[src/core/dtg_consts.svh]
`ifndef DTG_CONSTS_SVH
`define DTG_CONSTS_SVH

// ring sizes
`define DTG_DIGITS 12
`define DTG_WORDS 10
`define DTG_SECTORS 5

// digit ring positions: DX first, sign next, then digits 1..10
`define DTG_POS_DX 0
`define DTG_POS_SIGN 1
`define DTG_POS_DIGIT(n) ((n) + 1)

// reset positions of the rings
`define DTG_RST_DIGIT 0
`define DTG_RST_WORD 0
`define DTG_RST_SECTOR 0

// timing
`define DTG_CLK_NS 40
`define DTG_QUARTER_NS 2000
`define DTG_DIGIT_NS 8000
`define DTG_QUARTER_CYC ((`DTG_QUARTER_NS + `DTG_CLK_NS - 1) / `DTG_CLK_NS)
`define DTG_DIGIT_CYC ((`DTG_DIGIT_NS + `DTG_CLK_NS - 1) / `DTG_CLK_NS)
// track considered lost after two digit intervals without a B edge
`define DTG_LOST_CYC (2 * `DTG_DIGIT_CYC)
`define DTG_LOST_W 10

`endif

[src/core/dtg_pkg.sv]
`include "dtg_consts.svh"

package dtg_pkg;

	// gray order along A, B, C, D
	typedef enum logic [1:0] {
		DTG_PH_A = 2'h0,
		DTG_PH_B = 2'h1,
		DTG_PH_C = 2'h3,
		DTG_PH_D = 2'h2
	} dtg_phase_e;

	typedef struct packed {
		logic home;
		logic sector;
		logic word;
		logic b;
		logic d;
		logic read_sample;
	} dtg_tracks_s;

	typedef struct packed {
		logic read_sample_strobe;
		logic write_sample_strobe;
		logic a_to_c_gate;
		logic c_to_a_gate;
		logic switching_digit_gate;
		logic sign_digit_gate;
		logic digits_1_4_gate;
		logic digits_5_10_gate;
		logic digits_5_9_gate;
		logic digits_5_8_gate;
		logic digits_1_10_gate;
		logic ten_and_1_4_gate;
		logic upper_digit_ten_gate;
		logic odd_digit_gate;
		logic even_digit_gate;
		logic odd_word_switch_to_first_gate;
		logic even_ten_to_odd_sign_gate;
		logic inverted_even_ten_to_odd_sign_gate;
		logic early_switching_gate;
		logic inverted_early_switching_gate;
		logic early_switching_lower_gate;
		logic early_switching_upper_gate;
		logic inverted_early_switching_lower_gate;
		logic inverted_early_switching_upper_gate;
		logic early_sign_gate;
		logic inverted_early_sign_gate;
		logic early_sign_lower_gate;
		logic early_sign_upper_gate;
		logic early_first_digit_gate;
		logic inverted_early_first_digit_gate;
		logic early_first_digit_lower_gate;
		logic early_first_digit_upper_gate;
		logic early_second_digit_gate;
		logic inverted_early_second_digit_gate;
		logic early_second_digit_lower_gate;
		logic even_word_gate;
		logic odd_word_gate;
		logic [`DTG_WORDS-1:0] word_gate;
		logic [`DTG_SECTORS-1:0] sector_gate;
	} dtg_gates_s;

endpackage : dtg_pkg

[src/core/dtg_ring.sv]
`timescale 1ns/1ps

module dtg_ring import dtg_pkg::*; #(
	parameter int N = 12,
	parameter int RST_POS = 0
) (
	input wire logic mclk,
	input wire logic nrst,
	input wire logic step,
	input wire logic load,
	output logic [N-1:0] ring_nxt,
	output logic [N-1:0] ring_r
);

	typedef struct packed {
		logic [N-1:0] ring;
	} dtg_ring_st_s;

	localparam logic [N-1:0] RST_VEC = {{(N-1){1'b0}}, 1'b1} << RST_POS;

	dtg_ring_st_s st_r;
	dtg_ring_st_s st_nxt;

	always_comb begin
		st_nxt = st_r;
		// resync beats stepping so a home or word mark always wins
		if (load) begin
			st_nxt.ring = RST_VEC;
		end else if (step) begin
			st_nxt.ring = {st_r.ring[N-2:0], st_r.ring[N-1]};
		end
	end

	always_ff @(posedge mclk or negedge nrst) begin
		if (!nrst) begin
			st_r <= '{ring: RST_VEC};
		end else begin
			st_r <= st_nxt;
		end
	end

	assign ring_nxt = st_nxt.ring;
	assign ring_r = st_r.ring;

endmodule : dtg_ring

[src/core/dtg_top.sv]
`timescale 1ns/1ps

// Notes on behaviour
// read strobe follows its recorded track once per digit; samples readout data
// write strobe rises at B trailing edge, falls at D leading edge (C quarter)
// digit gates launched at A phase, valid from B to next A
// switching-digit and sign-digit gates, one digit each per word
// range gates 1-4, 5-10, 5-9, 5-8, 1-10, and ten plus 1-4
// digit-ten gate only in odd words
// odd-digit gate for X,1,3,5,7,9; even-digit gate for 0,2,4,6,8,10
// odd words: gate from C of switching digit to C of digit one
// gate from C of even-word ten to C of odd-word sign, plus inverse
// early gates launched at D of preceding digit, valid A to D
// early switching, sign, first, second gates, each with inverted companion
// early gates qualified by word parity; inverted early switching per parity
// sector gates span B of word-zero DX to A of next word-zero DX
// five sector gates from a ring, exactly one active
// ten word gates, each one word long, marking word position
// even-word gate in words 0,2,4,6,8; odd-word gate in 1,3,5,7,9
// A-to-C gate in first half of digit, C-to-A gate in second half
// sector, word, digit gates come from latch rings stepped by track pulses; word and sector rings step on the carry of the ring below
// digit split into four quarters A, B, C, D in order
// word is twelve digits: switching, sign, then one to ten
// even words are lower accumulator time, odd words upper
// word pulse resyncs digit ring, sector pulse word ring, home sector ring
// digit phase is a four-state counter stepped by B and D track edges

module dtg_top import dtg_pkg::*; #(
	parameter int DATA_W = 7
) (
	input wire logic mclk,
	input wire logic nrst,
	input dtg_tracks_s tracks,
	input wire logic [DATA_W-1:0] read_data_in,
	input wire logic [DATA_W-1:0] write_data_in,
	output dtg_gates_s gates,
	output logic [DATA_W-1:0] read_data_r,
	output logic [DATA_W-1:0] write_data_out,
	output logic track_lost
);

	typedef struct packed {
		dtg_phase_e phase;
		dtg_tracks_s prev;
		dtg_gates_s gates;
		logic [DATA_W-1:0] read_data;
		logic [DATA_W-1:0] write_data;
		logic [`DTG_LOST_W-1:0] lost_cnt;
		logic lost;
	} dtg_top_st_s;

	localparam logic [`DTG_LOST_W-1:0] LOST_CYC = `DTG_LOST_W'(`DTG_LOST_CYC);

	dtg_top_st_s st_r;
	dtg_top_st_s st_nxt;

	////////////////////////////////////////////////////////////////////////////////
	// track edges

	logic b_rise;
	logic b_fall;
	logic d_rise;
	logic d_fall;
	logic word_rise;
	logic sector_rise;
	logic home_rise;
	logic rsp_rise;

	always_comb begin
		b_rise = tracks.b & ~st_r.prev.b;
		b_fall = ~tracks.b & st_r.prev.b;
		d_rise = tracks.d & ~st_r.prev.d;
		d_fall = ~tracks.d & st_r.prev.d;
		word_rise = tracks.word & ~st_r.prev.word;
		sector_rise = tracks.sector & ~st_r.prev.sector;
		home_rise = tracks.home & ~st_r.prev.home;
		rsp_rise = tracks.read_sample & ~st_r.prev.read_sample;
	end

	////////////////////////////////////////////////////////////////////////////////
	// rings

	logic [`DTG_DIGITS-1:0] dig_nxt;
	logic [`DTG_DIGITS-1:0] dig_r;
	logic [`DTG_WORDS-1:0] wrd_nxt;
	logic [`DTG_WORDS-1:0] wrd_r;
	logic [`DTG_SECTORS-1:0] sec_nxt;
	logic [`DTG_SECTORS-1:0] sec_r;
	logic word_step;
	logic sector_step;

	// digit ring steps at D trailing edge, which opens the next A quarter
	// word pulse forces the switching digit
	dtg_ring #(
		.N(`DTG_DIGITS),
		.RST_POS(`DTG_RST_DIGIT)
	) u_digit_ring (
		.mclk(mclk),
		.nrst(nrst),
		.step(d_fall),
		.load(word_rise),
		.ring_nxt(dig_nxt),
		.ring_r(dig_r)
	);

	// a word closes when the digit ring re-enters the switching digit
	assign word_step = dig_nxt[`DTG_POS_DX] & ~dig_r[`DTG_POS_DX];
	assign sector_step = wrd_nxt[0] & ~wrd_r[0];

	// sector pulse forces word zero
	dtg_ring #(
		.N(`DTG_WORDS),
		.RST_POS(`DTG_RST_WORD)
	) u_word_ring (
		.mclk(mclk),
		.nrst(nrst),
		.step(word_step),
		.load(sector_rise),
		.ring_nxt(wrd_nxt),
		.ring_r(wrd_r)
	);

	// home pulse forces sector zero
	dtg_ring #(
		.N(`DTG_SECTORS),
		.RST_POS(`DTG_RST_SECTOR)
	) u_sector_ring (
		.mclk(mclk),
		.nrst(nrst),
		.step(sector_step),
		.load(home_rise),
		.ring_nxt(sec_nxt),
		.ring_r(sec_r)
	);

	////////////////////////////////////////////////////////////////////////////////
	// digit decode

	logic at_dx;
	logic at_sign;
	logic at_ten;
	logic in_1_4;
	logic in_5_8;
	logic in_5_9;
	logic in_5_10;
	logic in_1_10;
	logic odd_pos;
	logic even_pos;

	// decoded from the next ring value so every digit gate moves in the same cycle
	always_comb begin
		at_dx = dig_nxt[`DTG_POS_DX];
		at_sign = dig_nxt[`DTG_POS_SIGN];
		at_ten = dig_nxt[`DTG_POS_DIGIT(10)];
		// digit ranges
		in_1_4 = |dig_nxt[`DTG_POS_DIGIT(4):`DTG_POS_DIGIT(1)];
		in_5_8 = |dig_nxt[`DTG_POS_DIGIT(8):`DTG_POS_DIGIT(5)];
		in_5_9 = |dig_nxt[`DTG_POS_DIGIT(9):`DTG_POS_DIGIT(5)];
		in_5_10 = |dig_nxt[`DTG_POS_DIGIT(10):`DTG_POS_DIGIT(5)];
		in_1_10 = |dig_nxt[`DTG_POS_DIGIT(10):`DTG_POS_DIGIT(1)];
		// the switching digit counts as odd, the sign digit as even
		odd_pos = |{at_dx, dig_nxt[`DTG_POS_DIGIT(1)],
			dig_nxt[`DTG_POS_DIGIT(3)], dig_nxt[`DTG_POS_DIGIT(5)],
			dig_nxt[`DTG_POS_DIGIT(7)], dig_nxt[`DTG_POS_DIGIT(9)]};
		even_pos = |{at_sign, dig_nxt[`DTG_POS_DIGIT(2)],
			dig_nxt[`DTG_POS_DIGIT(4)], dig_nxt[`DTG_POS_DIGIT(6)],
			dig_nxt[`DTG_POS_DIGIT(8)], at_ten};
	end

	////////////////////////////////////////////////////////////////////////////////
	// phase, gates and strobes

	logic odd_w;
	logic odd_early;
	logic first_half;
	logic [`DTG_DIGITS-1:0] early;
	dtg_phase_e ph;

	always_comb begin
		st_nxt = st_r;
		st_nxt.prev = tracks;

		// phase stepped by B and D track edges
		// quarters follow A, B, C, D
		case (st_r.phase)
			DTG_PH_A: begin
				if (b_rise) begin
					st_nxt.phase = DTG_PH_B;
				end
			end
			DTG_PH_B: begin
				if (b_fall) begin
					st_nxt.phase = DTG_PH_C;
				end
			end
			DTG_PH_C: begin
				if (d_rise) begin
					st_nxt.phase = DTG_PH_D;
				end
			end
			DTG_PH_D: begin
				if (d_fall) begin
					st_nxt.phase = DTG_PH_A;
				end
			end
			default: begin
				st_nxt.phase = DTG_PH_A;
			end
		endcase
		// word mark sits at A time, so it also realigns the phase
		if (word_rise) begin
			st_nxt.phase = DTG_PH_A;
		end
		ph = st_nxt.phase;
		first_half = (ph == DTG_PH_A) || (ph == DTG_PH_B);

		// odd position in the word ring means upper accumulator time
		odd_w = |{wrd_nxt[9], wrd_nxt[7], wrd_nxt[5], wrd_nxt[3], wrd_nxt[1]};

		// early ring looks one digit ahead during the D quarter
		if (ph == DTG_PH_D) begin
			early = {dig_nxt[`DTG_DIGITS-2:0], dig_nxt[`DTG_DIGITS-1]};
		end else begin
			early = dig_nxt;
		end
		// early switching digit belongs to the coming word, of opposite parity
		odd_early = (ph == DTG_PH_D && dig_nxt[`DTG_POS_DIGIT(10)]) ? ~odd_w : odd_w;

		// strobe copies its recorded track
		st_nxt.gates.read_sample_strobe = tracks.read_sample;
		if (rsp_rise) begin
			st_nxt.read_data = read_data_in;
		end
		// C quarter opened by B trailing edge, closed by D leading edge
		st_nxt.gates.write_sample_strobe = (ph == DTG_PH_C);
		st_nxt.write_data = (ph == DTG_PH_C) ? write_data_in : '0;

		// half-digit phase gates
		st_nxt.gates.a_to_c_gate = first_half;
		st_nxt.gates.c_to_a_gate = ~first_half;

		// digit gates switch with the ring at A
		// switching and sign digits
		st_nxt.gates.switching_digit_gate = at_dx;
		st_nxt.gates.sign_digit_gate = at_sign;
		// range gates
		st_nxt.gates.digits_1_4_gate = in_1_4;
		st_nxt.gates.digits_5_10_gate = in_5_10;
		st_nxt.gates.digits_5_9_gate = in_5_9;
		st_nxt.gates.digits_5_8_gate = in_5_8;
		st_nxt.gates.digits_1_10_gate = in_1_10;
		st_nxt.gates.ten_and_1_4_gate = at_ten | in_1_4;
		// digit ten, odd words only
		st_nxt.gates.upper_digit_ten_gate = at_ten & odd_w;
		// odd positions X,1,3,5,7,9 and even positions 0,2,4,6,8,10
		st_nxt.gates.odd_digit_gate = odd_pos;
		st_nxt.gates.even_digit_gate = even_pos;

		// C of DX through C of digit one, odd words
		st_nxt.gates.odd_word_switch_to_first_gate = odd_w & (
			(dig_nxt[`DTG_POS_DX] & ~first_half)
			| dig_nxt[`DTG_POS_SIGN]
			| (dig_nxt[`DTG_POS_DIGIT(1)] & first_half));
		// C of even-word ten through C of odd-word sign, and its inverse
		st_nxt.gates.even_ten_to_odd_sign_gate =
			(~odd_w & dig_nxt[`DTG_POS_DIGIT(10)] & ~first_half)
			| (odd_w & dig_nxt[`DTG_POS_DX])
			| (odd_w & dig_nxt[`DTG_POS_SIGN] & first_half);
		st_nxt.gates.inverted_even_ten_to_odd_sign_gate =
			~st_nxt.gates.even_ten_to_odd_sign_gate;

		// early gates and inverted companions
		st_nxt.gates.early_switching_gate = early[`DTG_POS_DX];
		st_nxt.gates.inverted_early_switching_gate = ~early[`DTG_POS_DX];
		st_nxt.gates.early_sign_gate = early[`DTG_POS_SIGN];
		st_nxt.gates.inverted_early_sign_gate = ~early[`DTG_POS_SIGN];
		st_nxt.gates.early_first_digit_gate = early[`DTG_POS_DIGIT(1)];
		st_nxt.gates.inverted_early_first_digit_gate = ~early[`DTG_POS_DIGIT(1)];
		st_nxt.gates.early_second_digit_gate = early[`DTG_POS_DIGIT(2)];
		st_nxt.gates.inverted_early_second_digit_gate = ~early[`DTG_POS_DIGIT(2)];
		// parity-qualified early gates
		st_nxt.gates.early_switching_lower_gate = early[`DTG_POS_DX] & ~odd_early;
		st_nxt.gates.early_switching_upper_gate = early[`DTG_POS_DX] & odd_early;
		st_nxt.gates.inverted_early_switching_lower_gate = ~(early[`DTG_POS_DX] & ~odd_early);
		st_nxt.gates.inverted_early_switching_upper_gate = ~(early[`DTG_POS_DX] & odd_early);
		st_nxt.gates.early_sign_lower_gate = early[`DTG_POS_SIGN] & ~odd_w;
		st_nxt.gates.early_sign_upper_gate = early[`DTG_POS_SIGN] & odd_w;
		st_nxt.gates.early_first_digit_lower_gate = early[`DTG_POS_DIGIT(1)] & ~odd_w;
		st_nxt.gates.early_first_digit_upper_gate = early[`DTG_POS_DIGIT(1)] & odd_w;
		st_nxt.gates.early_second_digit_lower_gate = early[`DTG_POS_DIGIT(2)] & ~odd_w;

		// word gates, one word each
		st_nxt.gates.word_gate = wrd_nxt;
		// word parity gates
		st_nxt.gates.even_word_gate = ~odd_w;
		st_nxt.gates.odd_word_gate = odd_w;
		// sector gates switch with word zero's switching digit
		// one-hot, so exactly one sector is active
		st_nxt.gates.sector_gate = sec_nxt;

		// no B edge for two digits means the drum or its track amplifier stopped
		if (b_rise) begin
			st_nxt.lost_cnt = '0;
			st_nxt.lost = 1'b0;
		end else if (st_r.lost_cnt == LOST_CYC) begin
			st_nxt.lost = 1'b1;
		end else begin
			st_nxt.lost_cnt = st_r.lost_cnt + `DTG_LOST_W'(1);
		end
	end

	////////////////////////////////////////////////////////////////////////////////
	// state register

	always_ff @(posedge mclk or negedge nrst) begin
		if (!nrst) begin
			st_r <= '0;
			st_r.phase <= DTG_PH_A;
			st_r.gates.switching_digit_gate <= 1'b1;
			st_r.gates.odd_digit_gate <= 1'b1;
			st_r.gates.a_to_c_gate <= 1'b1;
			st_r.gates.early_switching_gate <= 1'b1;
			st_r.gates.early_switching_lower_gate <= 1'b1;
			st_r.gates.inverted_early_switching_upper_gate <= 1'b1;
			st_r.gates.inverted_early_sign_gate <= 1'b1;
			st_r.gates.inverted_early_first_digit_gate <= 1'b1;
			st_r.gates.inverted_early_second_digit_gate <= 1'b1;
			st_r.gates.inverted_even_ten_to_odd_sign_gate <= 1'b1;
			st_r.gates.even_word_gate <= 1'b1;
			st_r.gates.word_gate <= `DTG_WORDS'(1);
			st_r.gates.sector_gate <= `DTG_SECTORS'(1);
		end else begin
			st_r <= st_nxt;
		end
	end

	assign gates = st_r.gates;
	assign read_data_r = st_r.read_data;
	assign write_data_out = st_r.write_data;
	assign track_lost = st_r.lost;

endmodule : dtg_top

[config.mk]
export PLATFORM = sky130hd
export DESIGN_NAME = dtg_top
export DESIGN_NICKNAME = d
export VERILOG_FILES = /design/src/core/dtg_pkg.sv /design/src/core/dtg_ring.sv /design/src/core/dtg_top.sv
export VERILOG_INCLUDE_DIRS = /design/src /design/src/core
export SDC_FILE = /design/constraint.sdc
export NUM_CORES = 1
export LEC_CHECK = 0
export BUFFER_PORTS_ARGS = -buffer_cell sky130_fd_sc_hd__buf_2
export CORE_AREA = 4 4 93 95
export CTS_BUF_LIST = sky130_fd_sc_hd__clkbuf_2 sky130_fd_sc_hd__clkbuf_4 sky130_fd_sc_hd__clkbuf_8
export CTS_CLUSTER_DIAMETER = 120
export DETAILED_ROUTE_END_ITERATION = 7
export DIE_AREA = 0 0 97 99
export GPL_ROUTABILITY_DRIVEN = 0
export PLACE_DENSITY = 0.8
export SLEW_MARGIN = 20
export SYNTH_ARGS = -nofsm -noshare
export SYNTH_HDL_FRONTEND = slang
export SYNTH_SLANG_ARGS = --single-unit
[constraint.sdc]
create_clock -name mclk -period 4 [get_ports mclk]
set_input_delay 0 -clock mclk [delete_from_list [all_inputs] [get_ports mclk]]
set_output_delay 0 -clock mclk [all_outputs]
set_load 0.02 [all_outputs]
==> flow_summary.toml <==
[setup_path]
crit_family = "simple AND/OR/NAND/NOR gates"
cp_slowest_stage_delay_ns = 0.88
crit_chain = "nor2b_1 -> mux2i_1 -> nor2_1 -> or3_1 -> or2_1"
critPathRequiredTime_ns = 4.26
worst-path-buf-inv = 0
cp.arrival_ns = 2.83
critical_path_class = "flip-flop to flip-flop"
r2r-end = "gates[41]$_DFF_PN0_"
r2r-start = "st_r[78]$_DFF_PN0_"
reg2reg_depth = 5
crit_slowest_cell = "nor2b_1"
path_max_fanout = 13
start_kind = "flip-flop"
cp-end-kind = "flip-flop"
ff2ff_setup_slack_ns = 1.43

[timing]
skew_ns = 0.009722
hold_viol = 0
fin_tns_setup_ns = 0
finalSetupViolations = 0
rsz0062_at_grt = "no"
fmax_mhz = 389.3
fin_crit_sh_pct = 64.22
worstMarginPinSlew_ns = 1.092
slew_violations = 0
slew_headroom_pct = 27.04
layout_min_cycle_time_ns = 2.569

[global_route]
grt_pass1_wl_um = 13120
grt_pass1_vias = 2651
grt.met2_usage_pct = 27.76
grtUsageTotal_pct = 16.83
grt_max_degree = 53
gr-max-usage-layer = "met2"
grt_remaining_overflow = 0
grtUsageMet1_pct = 21.78
gr-usage-met3_pct = 4.529
antenna_found_initial = 0

[pwr]
vdd_drop_max_mv = 0.2273
p_per_area_nw_per_um2 = 446.1
p_leak_nw = 2.366

[routing]
wirelength_um = 7427
drcViolationCount = 0
ant_nets = 0
post_drt_wl_per_cell_um = 14.39
firstDrtPassIters = 4
routed-via-count = 2542
vias_per_cell = 4.926
dr.first_iter.drc_count = 124

[synthesis]
yosysWarnings = 0
syn_nets = 387
synth_area_um2 = 4169
synth-async-reset-ratio_pct = 100.0
synth.yosys.seq_area_share_pct = 56.81
ys_types = 42
avgSynthCellArea_um2 = 11.48
ys.flop_type = "dfrtp_1"
synth_edf_count = 0
postSynthCellCount = 363
synth_seq_cells = 94

[clocking]
cts_buffer_depth = 2
cts_tree = "yes"
clkTransAtPathRegs_ns = 0.10
cts_sinks = 94
clock_latency_ns = 0.37
htreeDepth = 3
cts_root_buffer = "clkbuf_8"
post_cts_buffers = 0
cts_buffers = 9

[layout]
final_core_util_pct = 59.80
fillCellCount = 614
design_area_um2 = 4621
stdcell_count = 516
layout-drive-gt1-share_pct = 33.57
multi_input_area_um2 = 1201
final_nets = 433
areaGrowthSynthToFinish_pct = 10.83
diodes = 0
seq_area_um2 = 2369

[die]
die_h_um = 99
core_area_um2 = 7727
die_w_um = 97
io_pins = 89
rows = 32
start_util_pct = 53.95
dieArea_um2 = 9603

[place]
dp_hpwl_um = 5223
port_buffers = 88
place_area_um2 = 4207
dp_cells = 479

[hold_path]
hold_class = "input pin to async pin"

[status]
status = "finished, final reports clean"

[run]
cap_violations = 0
-- synthesized netlist by cell type (2+ instances only) --
library cell | number | share of area (%)
dfrtp_1 | 81 | 49
buf_4 | 67 | 12
nor2_1 | 44 | 4.0
mux2i_1 | 28 | 6.7
nand2_1 | 17 | 1.5
dfstp_2 | 13 | 8.2
a21oi_1 | 12 | 1.4
inv_1 | 11 | 0.99
and3_1 | 8 | 1.2
mux2_2 | 8 | 2.2
nor2b_1 | 7 | 1.1
nor3_1 | 6 | 0.72
or3_1 | 5 | 0.75
clkbuf_1 | 4 | 0.36
nand2b_1 | 4 | 0.60
o21ai_0 | 4 | 0.48
xnor2_1 | 4 | 0.84
xor2_1 | 4 | 0.84
buf_2 | 3 | 0.36
nand3_1 | 3 | 0.36
or2_2 | 3 | 0.45
or4_1 | 3 | 0.54
and2_1 | 2 | 0.30
ha_1 | 2 | 0.60
o21a_1 | 2 | 0.36
or2_1 | 2 | 0.30
-- worst reg2reg max path, stage by stage, from the launching register on --
cell and delay, ns:
dfrtp_1 0.44, nor2b_1 0.88, mux2i_1 0.36, nor2_1 0.17, or3_1 0.41, or2_1 0.21
-- placed cells by master, fill, tap and decap left out, types with 4 or more instances in the layout --
| cell type | instances |
|---|---|
| nor2_1 | 44 |
| and3_1 | 8 |
| mux2_2 | 8 |
| nand2b_1 | 4 |
| a21oi_1 | 12 |
| buf_2 | 87 |
| mux2i_1 | 28 |
| clkbuf_8 | 9 |
| o21ai_0 | 4 |
| or3_1 | 5 |
| dfstp_2 | 13 |
| nand2_1 | 17 |
| inv_1 | 11 |
| nor2b_1 | 7 |
| xor2_1 | 4 |
| dfrtp_1 | 81 |
| nor3_1 | 6 |
| xnor2_1 | 4 |
| dlygate4sd3_1 | 21 |
-- cell type report --
class,count,share of cell area (%)
well taps,102,2.762
flip-flops and latches,94,51.26
repair buffers,111,14.46
clock inverters,7,1.733
clock buffers,9,2.681
inverters,13,1.110
multi-input cells,180,26.00
-- metrics by stage --
stage	hold slack (ns)	total power, mW	worst slack (ns)
6_report	0.1960	2.061	1.431
3_5_place_dp	0.07093	1.450	1.479
3_3_place_gp	0.06082	1.439	1.654
2_1_floorplan	-0.2956	1.405	2.131
5_1_grt	0.2600	2.169	1.327
4_1_cts	0.2136	2.079	1.465
-- flip-flops by register name, summed over array words and instances (netlist names) --
signal,cells
gates,35
read_data_r,7
st_r,17
track_lost,1
u_digit_ring.ring_r,12
u_sector_ring.ring_r,5
u_word_ring.ring_r,10
write_data_out,7
-- worst max path at each step --
stage | endpoint | startpoint | cells past startpoint
6_report | gates[41]$_DFF_PN0_ | st_r[78]$_DFF_PN0_ | 5
3_5_place_dp | gates[41]$_DFF_PN0_ | st_r[78]$_DFF_PN0_ | 5
4_1_cts | gates[41]$_DFF_PN0_ | st_r[78]$_DFF_PN0_ | 5
3_3_place_gp | gates[37]$_DFF_PN0_ | st_r[78]$_DFF_PN0_ | 5
2_1_floorplan | st_r[2]$_DFFE_PN0P_ | st_r[1]$_DFFE_PN0P_ | 6
5_1_grt | gates[41]$_DFF_PN0_ | st_r[78]$_DFF_PN0_ | 5
-- layer usage --
| layer | share of wire (%) | routed length [µm] | up-vias |
|---|---|---|---|
| met3 | 6.1 | 456 | 10 |
| li1 | - | - | 1217 |
| met5 | 0 | 0 | - |
| met1 | 43 | 3193 | 1232 |
| met4 | 1.2 | 89 | 0 |
| met2 | 50 | 3688 | 83 |
-- where the power goes --
part,internal (mW),switching (mW),leakage (nW)
logic,0.135,0.220,1.05
clock network,0.248,0.370,0.0994
registers,1.04,0.0468,1.21
-- logic make-up (layout without fill, tap and decap cells) --
kind of cell	count (synthesis)	in the layout	share of synthesized area [%]
simple gates	110	110	13.30
xor+xnor	8	8	1.680
buf+inv	89	140	14.38
mux	37	37	9.154
flops	94	94	56.81
compound gates	23	23	4.082
fa+ha+maj	2	2	0.6001
-- what timing repair did --
| item | in CTS | in global routing |
|---|---|---|
| hold buffers | 21 | 0 |
| hold endpoints to repair | 61 | 0 |
| gates resized for setup | 0 | 0 |
| endpoints found under the setup margin | 0 | 0 |
Note: power is estimated with default switching activity, not from simulation.
